File: src/rtl/asr_pkg.sv
// Purpose: shared constants for the serial receiver and its far-end transmitter
// Assumes: 100 MHz system clock, one clock domain
// Notes: register offsets are byte addresses of aligned 32-bit words
package asr_pkg;
  // ****************************************
  // register map
  // ****************************************
  localparam logic [7:0] ASR_CTRL_OFS = 8'h00;
  localparam logic [7:0] ASR_BAUD_OFS = 8'h04;
  localparam logic [7:0] ASR_STAT_OFS = 8'h08;
  localparam logic [7:0] ASR_DATA_OFS = 8'h0C;
  localparam logic [7:0] ASR_IRQS_OFS = 8'h10;
  localparam logic [7:0] ASR_MASK_OFS = 8'h14;
  // ctrl bits
  localparam int ASR_C_PORT_EN = 0;
  localparam int ASR_C_SYNC = 1;
  localparam int ASR_C_NINTH = 2;
  localparam int ASR_C_RX_EN = 3;
  localparam int ASR_C_ADDR_DET = 4;
  localparam int ASR_C_HI_SPEED = 5;
  localparam int ASR_C_DIV16 = 6;
  localparam int ASR_C_RX_IE = 7;
  localparam int ASR_C_GLB_IE = 8;
  localparam int ASR_C_PER_IE = 9;
  localparam int ASR_C_DIR_RX = 10;
  localparam int ASR_C_DIR_CK = 11;
  localparam int ASR_CTRL_W = 12;
  // status bits
  localparam int ASR_S_NINTH = 0;
  localparam int ASR_S_OVR = 1;
  localparam int ASR_S_FERR = 2;
  localparam int ASR_S_FULL = 3;
  localparam int ASR_S_IDLE = 4;
  // irq status bits
  localparam int ASR_I_RX = 0;
  localparam int ASR_I_OVR = 1;
  localparam int ASR_I_FERR = 2;
  localparam int ASR_IRQ_W = 3;
  // ****************************************
  // baud
  // ****************************************
  localparam logic [2:0] ASR_OVS = 3'h4;
  localparam logic [15:0] ASR_BAUD_RST = 16'h0000;
  localparam logic [3:0] ASR_NBITS_8 = 4'h8;
  localparam logic [3:0] ASR_NBITS_9 = 4'h9;
  localparam logic [3:0] ASR_MID_TICK = 4'h7;
  localparam logic [3:0] ASR_LAST_TICK = 4'hF;
  typedef enum logic [1:0] {ASR_IDLE, ASR_START, ASR_DATA, ASR_STOP} asr_state_t;

  // divisor select: async low speed divides by 64, high by 16, 16-bit by 16 or 4
  function automatic logic [21:0] asr_period(input logic [15:0] div, input logic hs,
                                               input logic div16);
    logic [21:0] n;
    n = {6'h00, (div16 ? div : {8'h00, div[7:0]})} + 22'h000001;
    if (!div16 && !hs) asr_period = {n[15:0], 6'h00};
    else if (div16 && hs) asr_period = {n[19:0], 2'h0};
    else asr_period = {n[17:0], 4'h0};
  endfunction : asr_period
endpackage : asr_pkg

File: src/rtl/asr_link_if.sv
// Purpose: serial line between remote transmitter and receiver
// Assumes: one clock, line idles high
// Notes: the clock pin is carried as an input-only pin of the receiver
`timescale 1ns/100ps
interface asr_link_if;
  logic line;
  logic ck;
  modport rx (input line, input ck);
  modport tx (output line, output ck);
endinterface : asr_link_if

File: src/rtl/asr_rx.sv
// Purpose: async serial receiver with 9-bit address detect, APB registers
// Assumes: line synchronous to clk_i, apb slave with zero wait states
// Notes: single-entry receive buffer
// Notes on behaviour
// - bit timing from divisor and speed selects
// - software sets both pin directions to input
// - runs only with enable set, sync clear
// - interrupt needs receive, global, peripheral enables
// - nine data bits when ninth-bit enable set
// - accept characters only while receive enabled
// - buffer load sets receive flag and interrupt
// - status shows head errors and ninth bit
// - data read returns low eight bits
// - clearing receive enable clears overrun
// - address detect needs ninth-bit enable too
// - address mode keeps only ninth-bit-one characters
// - address mode ninth bit reads one
// - address detect cleared: all characters buffered
//
// Local design decisions: the placing of the registers and the APB slave port.
`timescale 1ns/100ps
module asr_rx import asr_pkg::*; (
  input wire logic clk_i,
  input wire logic sys_rst_i,
  input wire logic psel_i,
  input wire logic penable_i,
  input wire logic pwrite_i,
  input wire logic [7:0] paddr_i,
  input wire logic [31:0] pwdata_i,
  output logic [31:0] prdata_o,
  output logic pready_o,
  output logic pslverr_o,
  output logic irq_o,
  asr_link_if.rx link
);
  // ****************************************
  // registers
  // ****************************************
  logic [ASR_CTRL_W-1:0] ctrl_r;
  logic [15:0] baud_r;
  logic [ASR_IRQ_W-1:0] irqs_r;
  logic [ASR_IRQ_W-1:0] mask_r;
  logic [8:0] buf_r;
  logic buf_full_r;
  logic buf_ferr_r;
  logic ovr_flag_r;
  logic rd_full_r;
  logic [31:0] rdata_nxt;
  asr_state_t state_r;
  logic [21:0] tick_cnt_r;
  logic [3:0] os_cnt_r;
  logic [3:0] bit_cnt_r;
  logic [8:0] shift_r;
  logic wr_en;
  logic rd_en;
  logic data_rd;
  logic tick;
  logic run;
  logic done;
  logic stop_ok;
  logic [8:0] rx_char;
  logic keep;
  logic load;
  logic ovr_ev;
  logic [21:0] period;

  assign wr_en = psel_i && penable_i && pwrite_i;
  assign rd_en = psel_i && penable_i && !pwrite_i;
  assign data_rd = rd_en && (paddr_i == ASR_DATA_OFS) && rd_full_r;
  assign pready_o = 1'b1;
  assign run = ctrl_r[ASR_C_PORT_EN] && !ctrl_r[ASR_C_SYNC];

  always_ff @(posedge clk_i or posedge sys_rst_i) begin
    if (sys_rst_i) begin
      ctrl_r <= '0;
      baud_r <= ASR_BAUD_RST;
      mask_r <= '0;
    end else if (wr_en) begin
      if (paddr_i == ASR_CTRL_OFS) begin
        ctrl_r <= pwdata_i[ASR_CTRL_W-1:0];
      end else if (paddr_i == ASR_BAUD_OFS) begin
        baud_r <= pwdata_i[15:0];
      end else if (paddr_i == ASR_MASK_OFS) begin
        mask_r <= pwdata_i[ASR_IRQ_W-1:0];
      end
    end
  end

  always_comb begin
    rdata_nxt = 32'h00000000;
    pslverr_o = 1'b0;
    if (paddr_i == ASR_CTRL_OFS) begin
      rdata_nxt[ASR_CTRL_W-1:0] = ctrl_r;
    end else if (paddr_i == ASR_BAUD_OFS) begin
      rdata_nxt[15:0] = baud_r;
    end else if (paddr_i == ASR_STAT_OFS) begin
      rdata_nxt[ASR_S_NINTH] = buf_r[8];
      rdata_nxt[ASR_S_OVR] = ovr_flag_r;
      rdata_nxt[ASR_S_FERR] = buf_ferr_r;
      rdata_nxt[ASR_S_FULL] = buf_full_r;
      rdata_nxt[ASR_S_IDLE] = (state_r == ASR_IDLE);
    end else if (paddr_i == ASR_DATA_OFS) begin
      rdata_nxt[7:0] = buf_r[7:0];
    end else if (paddr_i == ASR_IRQS_OFS) begin
      rdata_nxt[ASR_IRQ_W-1:0] = irqs_r;
    end else if (paddr_i == ASR_MASK_OFS) begin
      rdata_nxt[ASR_IRQ_W-1:0] = mask_r;
    end else begin
      pslverr_o = psel_i && penable_i;
    end
  end

  // data captured in setup; a pop only counts if that capture saw a character
  always_ff @(posedge clk_i or posedge sys_rst_i) begin
    if (sys_rst_i) begin
      prdata_o <= 32'h00000000;
      rd_full_r <= 1'b0;
    end else if (psel_i && !penable_i) begin
      prdata_o <= rdata_nxt;
      rd_full_r <= buf_full_r;
    end
  end

  // ****************************************
  // oversample tick, 16 per bit when the period is a multiple of 16
  // ****************************************
  assign period = asr_period(baud_r, ctrl_r[ASR_C_HI_SPEED], ctrl_r[ASR_C_DIV16]);
  always_ff @(posedge clk_i or posedge sys_rst_i) begin
    if (sys_rst_i) begin
      tick_cnt_r <= '0;
    end else if (!run || tick) begin
      tick_cnt_r <= '0;
    end else begin
      tick_cnt_r <= tick_cnt_r + 22'h000001;
    end
  end
  // period is in clocks per bit; shifting by four gives clocks per tick
  assign tick = run && (tick_cnt_r >= ({4'h0, period[21:4]} - 22'h000001));

  // ****************************************
  // frame receiver
  // ****************************************
  always_ff @(posedge clk_i or posedge sys_rst_i) begin
    if (sys_rst_i) begin
      state_r <= ASR_IDLE;
      os_cnt_r <= '0;
      bit_cnt_r <= '0;
      shift_r <= '0;
    end else if (!run || !ctrl_r[ASR_C_RX_EN]) begin
      state_r <= ASR_IDLE;
    end else if (tick) begin
      os_cnt_r <= os_cnt_r + 4'h1;
      case (state_r)
        ASR_IDLE: begin
          os_cnt_r <= '0;
          if (!link.line) state_r <= ASR_START;
        end
        ASR_START: begin
          if (os_cnt_r == ASR_MID_TICK) begin
            os_cnt_r <= '0;
            bit_cnt_r <= '0;
            state_r <= link.line ? ASR_IDLE : ASR_DATA;
          end
        end
        ASR_DATA: begin
          if (os_cnt_r == ASR_LAST_TICK) begin
            shift_r <= {link.line, shift_r[8:1]};
            bit_cnt_r <= bit_cnt_r + 4'h1;
            if (bit_cnt_r == (ctrl_r[ASR_C_NINTH] ? ASR_NBITS_9 : ASR_NBITS_8) - 4'h1)
              state_r <= ASR_STOP;
          end
        end
        default: begin
          if (os_cnt_r == ASR_LAST_TICK) state_r <= ASR_IDLE;
        end
      endcase
    end
  end

  assign done = tick && run && ctrl_r[ASR_C_RX_EN] && (state_r == ASR_STOP)
    && (os_cnt_r == ASR_LAST_TICK);
  assign stop_ok = link.line;
  assign rx_char = ctrl_r[ASR_C_NINTH] ? shift_r : {1'b0, shift_r[8:1]};
  // address filter only acts with nine-bit mode on
  assign keep = !(ctrl_r[ASR_C_ADDR_DET] && ctrl_r[ASR_C_NINTH])
    || rx_char[8];
  assign load = done && keep && !buf_full_r && !ovr_flag_r;
  assign ovr_ev = done && keep && buf_full_r && !ovr_flag_r;

  always_ff @(posedge clk_i or posedge sys_rst_i) begin
    if (sys_rst_i) begin
      buf_r <= '0;
      buf_full_r <= 1'b0;
      buf_ferr_r <= 1'b0;
    end else if (load) begin
      buf_r <= rx_char;
      buf_full_r <= 1'b1;
      buf_ferr_r <= !stop_ok;
    end else if (data_rd) begin
      buf_full_r <= 1'b0;
    end
  end

  always_ff @(posedge clk_i or posedge sys_rst_i) begin
    if (sys_rst_i) begin
      ovr_flag_r <= 1'b0;
    end else if (ovr_ev) begin
      ovr_flag_r <= 1'b1;
    end else if (!ctrl_r[ASR_C_RX_EN]) begin
      ovr_flag_r <= 1'b0;
    end
  end

  // ****************************************
  // interrupts
  // ****************************************
  always_ff @(posedge clk_i or posedge sys_rst_i) begin
    if (sys_rst_i) begin
      irqs_r <= '0;
    end else begin
      // set wins over a write-one clear in the same cycle
      irqs_r <= (irqs_r & ~((wr_en && paddr_i == ASR_IRQS_OFS) ?
        pwdata_i[ASR_IRQ_W-1:0] : '0))
        | {load && !stop_ok, ovr_ev, load};
    end
  end
  assign irq_o = ctrl_r[ASR_C_RX_IE] && ctrl_r[ASR_C_GLB_IE] && ctrl_r[ASR_C_PER_IE]
    && |(irqs_r & mask_r);
endmodule : asr_rx

File: src/flat_wrapper.sv
// flat-port wrapper written by rule: the top's interface ports become plain ports
module asr_rx_flat import asr_pkg::*;
  (clk_i, sys_rst_i, psel_i, penable_i, pwrite_i, paddr_i, pwdata_i, prdata_o, pready_o, pslverr_o, irq_o, link_line, link_ck);
  asr_link_if link_i ();
  input wire logic clk_i;
  input wire logic sys_rst_i;
  input wire logic psel_i;
  input wire logic penable_i;
  input wire logic pwrite_i;
  input wire logic [7:0] paddr_i;
  input wire logic [31:0] pwdata_i;
  output logic [31:0] prdata_o;
  output logic pready_o;
  output logic pslverr_o;
  output logic irq_o;
  input wire logic [$bits(link_i.line)-1:0] link_line;
  input wire logic [$bits(link_i.ck)-1:0] link_ck;
  assign link_i.line = link_line;
  assign link_i.ck = link_ck;
  asr_rx u_core (.clk_i(clk_i), .sys_rst_i(sys_rst_i), .psel_i(psel_i), .penable_i(penable_i), .pwrite_i(pwrite_i), .paddr_i(paddr_i), .pwdata_i(pwdata_i), .prdata_o(prdata_o), .pready_o(pready_o), .pslverr_o(pslverr_o), .irq_o(irq_o), .link(link_i));
endmodule
File: config.mk
export PLATFORM = sky130hd
export DESIGN_NAME = asr_rx_flat
export DESIGN_NICKNAME = d
export VERILOG_FILES = /design/src/rtl/asr_pkg.sv /design/src/rtl/asr_link_if.sv /design/src/rtl/asr_rx.sv /design/src/flat_wrapper.sv
export SDC_FILE = /design/constraint.sdc
export NUM_CORES = 1
export LEC_CHECK = 0
export ABC_AREA = 1
export BUFFER_PORTS_ARGS = -buffer_cell sky130_fd_sc_hd__clkbuf_2
export CAP_MARGIN = 10
export CORE_UTILIZATION = 55
export DETAILED_ROUTE_END_ITERATION = 7
export PLACE_DENSITY = 0.72
export SYNTH_ARGS = -nofsm -noshare
export SYNTH_HDL_FRONTEND = slang
export SYNTH_SLANG_ARGS = --single-unit
export TNS_END_PERCENT = 10
File: constraint.sdc
create_clock -name clk_i -period 4.43 [get_ports clk_i]
set_clock_uncertainty 0.05 [all_clocks]
set_input_delay 0.2215 -clock clk_i [delete_from_list [all_inputs] [get_ports clk_i]]
set_output_delay 0.2215 -clock clk_i [all_outputs]
set_load 0.02 [all_outputs]
==> summary.md <==
| Metric | Value |
|---|---|
| Run status | `completed` |
| Worst R2R Start | `u_core.baud_r[0]` |
| Final hold violation count | `0` |
| DR pass1 iterations | `7` |
| Min-delay worst type | `input port to flop` |
| Ys async rst share | `100%` |
| Clock transition at path regs | `0.07 ns` |
| Min-Delay Startpoint | `pwdata_i[14]` |
| Routed WL per cell | `12.4 um` |
| RSZ-0062 raised after global routing | `false` |
| Design Power | `1.99 mW` |
| Vias in the first global route | `5638` |
| Design Area, Final | `7520 sq um` |
| Initial Util | `56.5%` |
| Max-Cap Viols | `0` |
| PortBufs | `47` |
| DR iter-0 viols | `292` |
| Count of different cell masters after synthesis | `42` |
| RePlAce Congestion | `0.867` |
| Tcrit/Tclk final | `91.3%` |
| DIE HEIGHT | `113 um` |
| Via count | `5931` |
| Hold slack | `0.0495 ns` |
| # DRC | `0` |
| Placed cell area | `7160 sq um` |
| Area Growth Syn to Fin | `10.4%` |
| Buffer count from post-CTS setup fixing | `0` |
| Die ar. | `12800 sq um` |
| Total grt overflow | `0` |
| Clock Sinks | `104` |
| Number of H-tree levels | `3` |
| Remaining antenna violation count | `0` |
| Peak VDD IR | `0.000192 V` |
| Slew Viols, Final | `0` |
| Initial antenna violation count | `0` |
| Top_reg_cell synth | `dfrtp_1` |
| All-Layer GR Usage | `25.0%` |
| Post-Route WL | `14500 um` |
| Mean Syn Cell Area | `7.17 sq um` |
| Clock buffer count from CTS | `9` |
| Crit-path max cell delay | `0.46 ns` |
| Sum Neg Setup Slack | `0 ns` |
| Crit path buf inv count | `3` |
| Tightest Pin Transition | `0.991 ns` |
| WS Path Type | `flop to flop` |
| Core area | `12100 sq um` |
| Vias per inst | `5.07` |
| Die width | `113 um` |
| Root Driver | `clkbuf_16` |
| Share of cells above drive strength 1 | `11.5%` |
| Clock Tree Buf Depth | `2` |
| CP dominant cell by count | `nand2_1` |
| Setup crit start kind | `flop` |
| CP Capture Type | `flop` |
| Minimum clock period | `4.04 ns` |
| Setup Viol. Count Final | `0` |
| Row Count | `40` |
| Finished Layout Cells | `1169` |
| Slew HR | `33.4%` |
| Cell Pwr Density | `264 nW/um^2` |
| Mapped Area | `6820 sq um` |
| Worst skew pair latency | `0.36 ns` |
| Fin nets | `1075` |
| Max Clock Freq | `247 MHz` |
| Worst EP required | `4.61 ns` |
| N_diodes | `0` |
| Sequential share of the synthesized area | `38.2%` |
| Leakage | `3.77 nW` |
| CP Data Arrival Time | `4.22 ns` |
| Critical Path Slowest Stage Cell | `dfrtp_2` |
| # placed instances | `1152` |
| Crit path max-delay family | `simple AND/OR/NAND/NOR gates` |
| First-pass GRT wire length | `25700 um` |
| Ports | `82` |
| Synthesis-stage register bit count | `104` |
| Detailed Place HPWL | `11200 um` |
| Cell count after synthesis | `951` |
| Worst setup path start | `u_core.baud_r[0]` |
| CTS tree | `built` |
| Worst-path fanout max | `13` |
| Syn. warnings | `0` |
| Post-synth EDFFs | `0` |
| Largest net degree at the start of global routing | `66` |
worst paths after layout:
path                            depth (start not counted)                  end  slack [ns]
worst max register to register                         25    u_core.buf_full_r        0.39
max in group asynchronous                               4     u_core.baud_r[2]        2.78
worst min-delay path                                    2    u_core.baud_r[14]        0.05
min in group asynchronous                               3     u_core.mask_r[0]        0.51
worst max-delay path                                   25    u_core.buf_full_r        0.39
worst min register to register                          2  u_core.prdata_o[13]        0.43
per-layer routing:
metal / up-vias / share of wire [%] / track usage [%]
li1: 3129 / - / -
met1: 2710 / 48 / 33.0
met2: 81 / 49 / 42.7
met3: 11 / 2.5 / 4.07
met4: 0 / 1.2 / 6.75
met5: - / 0 / 0
worst reg2reg max path: stages, from the launching register on:
cell and delay (ns):
dfrtp_2 0.46, ha_1 0.24, nand2_1 0.13, nor2_4 0.07
nand2_1 0.09, nand2_1 0.08, a21oi_1 0.15, nand2_1 0.19
nor3_4 0.27, nand2_2 0.13, nor2_2 0.19, nand2_1 0.08
nand2_1 0.06, nand2_1 0.05, ha_1 0.28, nand2_1 0.06
inv_1 0.03, o21ai_0 0.14, nand2_1 0.07, a21oi_1 0.20
nand4_1 0.24, nand2_1 0.16, inv_2 0.07, nand3_1 0.11
buf_4 0.20, o21ai_0 0.12
what timing repair did:
| item | in CTS | in global routing |
|---|---|---|
| setup endpoints to repair | 0 | 50 |
| endpoints found under the hold margin | 64 | 0 |
| gates resized for setup | 0 | 11 |
| hold buffers | 1 | 0 |
placed cells by master, fill, tap and decap left out, drive strengths merged, types with 2 or more instances in the layout:
master / instances
o221ai: 2
nor3: 12
nand4: 17
a31oi: 4
nand3: 71
xnor2: 5
inv: 122
clkbuf: 57
or2: 3
conb: 17
o31ai: 3
nand2: 279
o21ai: 75
a21oi: 25
clkinvlp: 3
a221oi: 5
nor3b: 5
nor4: 4
dfrtp: 104
xor2: 18
o21a: 2
nor2: 114
a211oi: 4
mux2: 3
o22ai: 4
buf: 6
ha: 32
through the flow:
step                worst slack [ns]  util, %
floorplan                      0.698        -
global placement               0.250     59.4
detailed placement             0.166     59.4
CTS                            0.152     62.1
global route                  0.0278     62.4
finish                         0.386     62.4
cells in the mapped netlist (10+ instances only):
library cell,instances,area (sq um)
a21oi_1,25,125
buf_4,17,128
clkbuf_1,15,56.3
dfrtp_1,104,2600
ha_1,32,400
inv_1,117,439
nand2_1,272,1020
nand3_1,68,340
nand4_1,15,93.8
nor2_1,98,368
nor2_2,11,68.8
nor3_1,10,50.1
o21ai_0,75,375
xor2_1,18,158
power by group:
group / leakage, nW / switching (mW) / total (mW) / internal (mW)
combinational: 2.23 / 0.123 / 0.179 / 0.0561
clock: 0.145 / 0.371 / 0.833 / 0.461
sequential: 1.39 / 0.0124 / 0.977 / 0.965
registers in the layout (all words and copies together) (netlist names):
signal / cells
u_core.bit_cnt_r: 4
u_core.buf_full_r: 1
u_core.os_cnt_r: 4
u_core.ovr_flag_r: 1
u_core.rd_full_r: 1
u_core.prdata_o: 16
u_core.buf_r: 9
u_core.mask_r: 3
u_core.irqs_r: 3
u_core.baud_r: 16
u_core.buf_ferr_r: 1
u_core.tick_cnt_r: 22
u_core.state_r: 2
u_core.shift_r: 9
u_core.ctrl_r: 12
cells by family after synthesis:
logic type | count (synthesis) | share of synthesized area (%)
AO/OA/AOI/OAI | 127 | 10.3
XOR/XNOR | 23 | 2.96
adder cells (fa/ha/maj) | 32 | 5.87
buffers and inverters | 155 | 9.62
flip-flops | 104 | 38.2
multiplexers | 3 | 0.496
other | 2 | 0.110
AND/OR/NAND/NOR | 505 | 32.4
layout make-up:
class / instances / area (sq um)
sequential: 104 / 2610
inverter: 120 / 453
fill: 1163 / 4540
clock buffer: 10 / 239
clock inverter: 6 / 75.1
timing repair buffer: 54 / 290
tap: 168 / 210
multi-input combinational: 707 / 3650
Power figures use the tool's default switching activity.
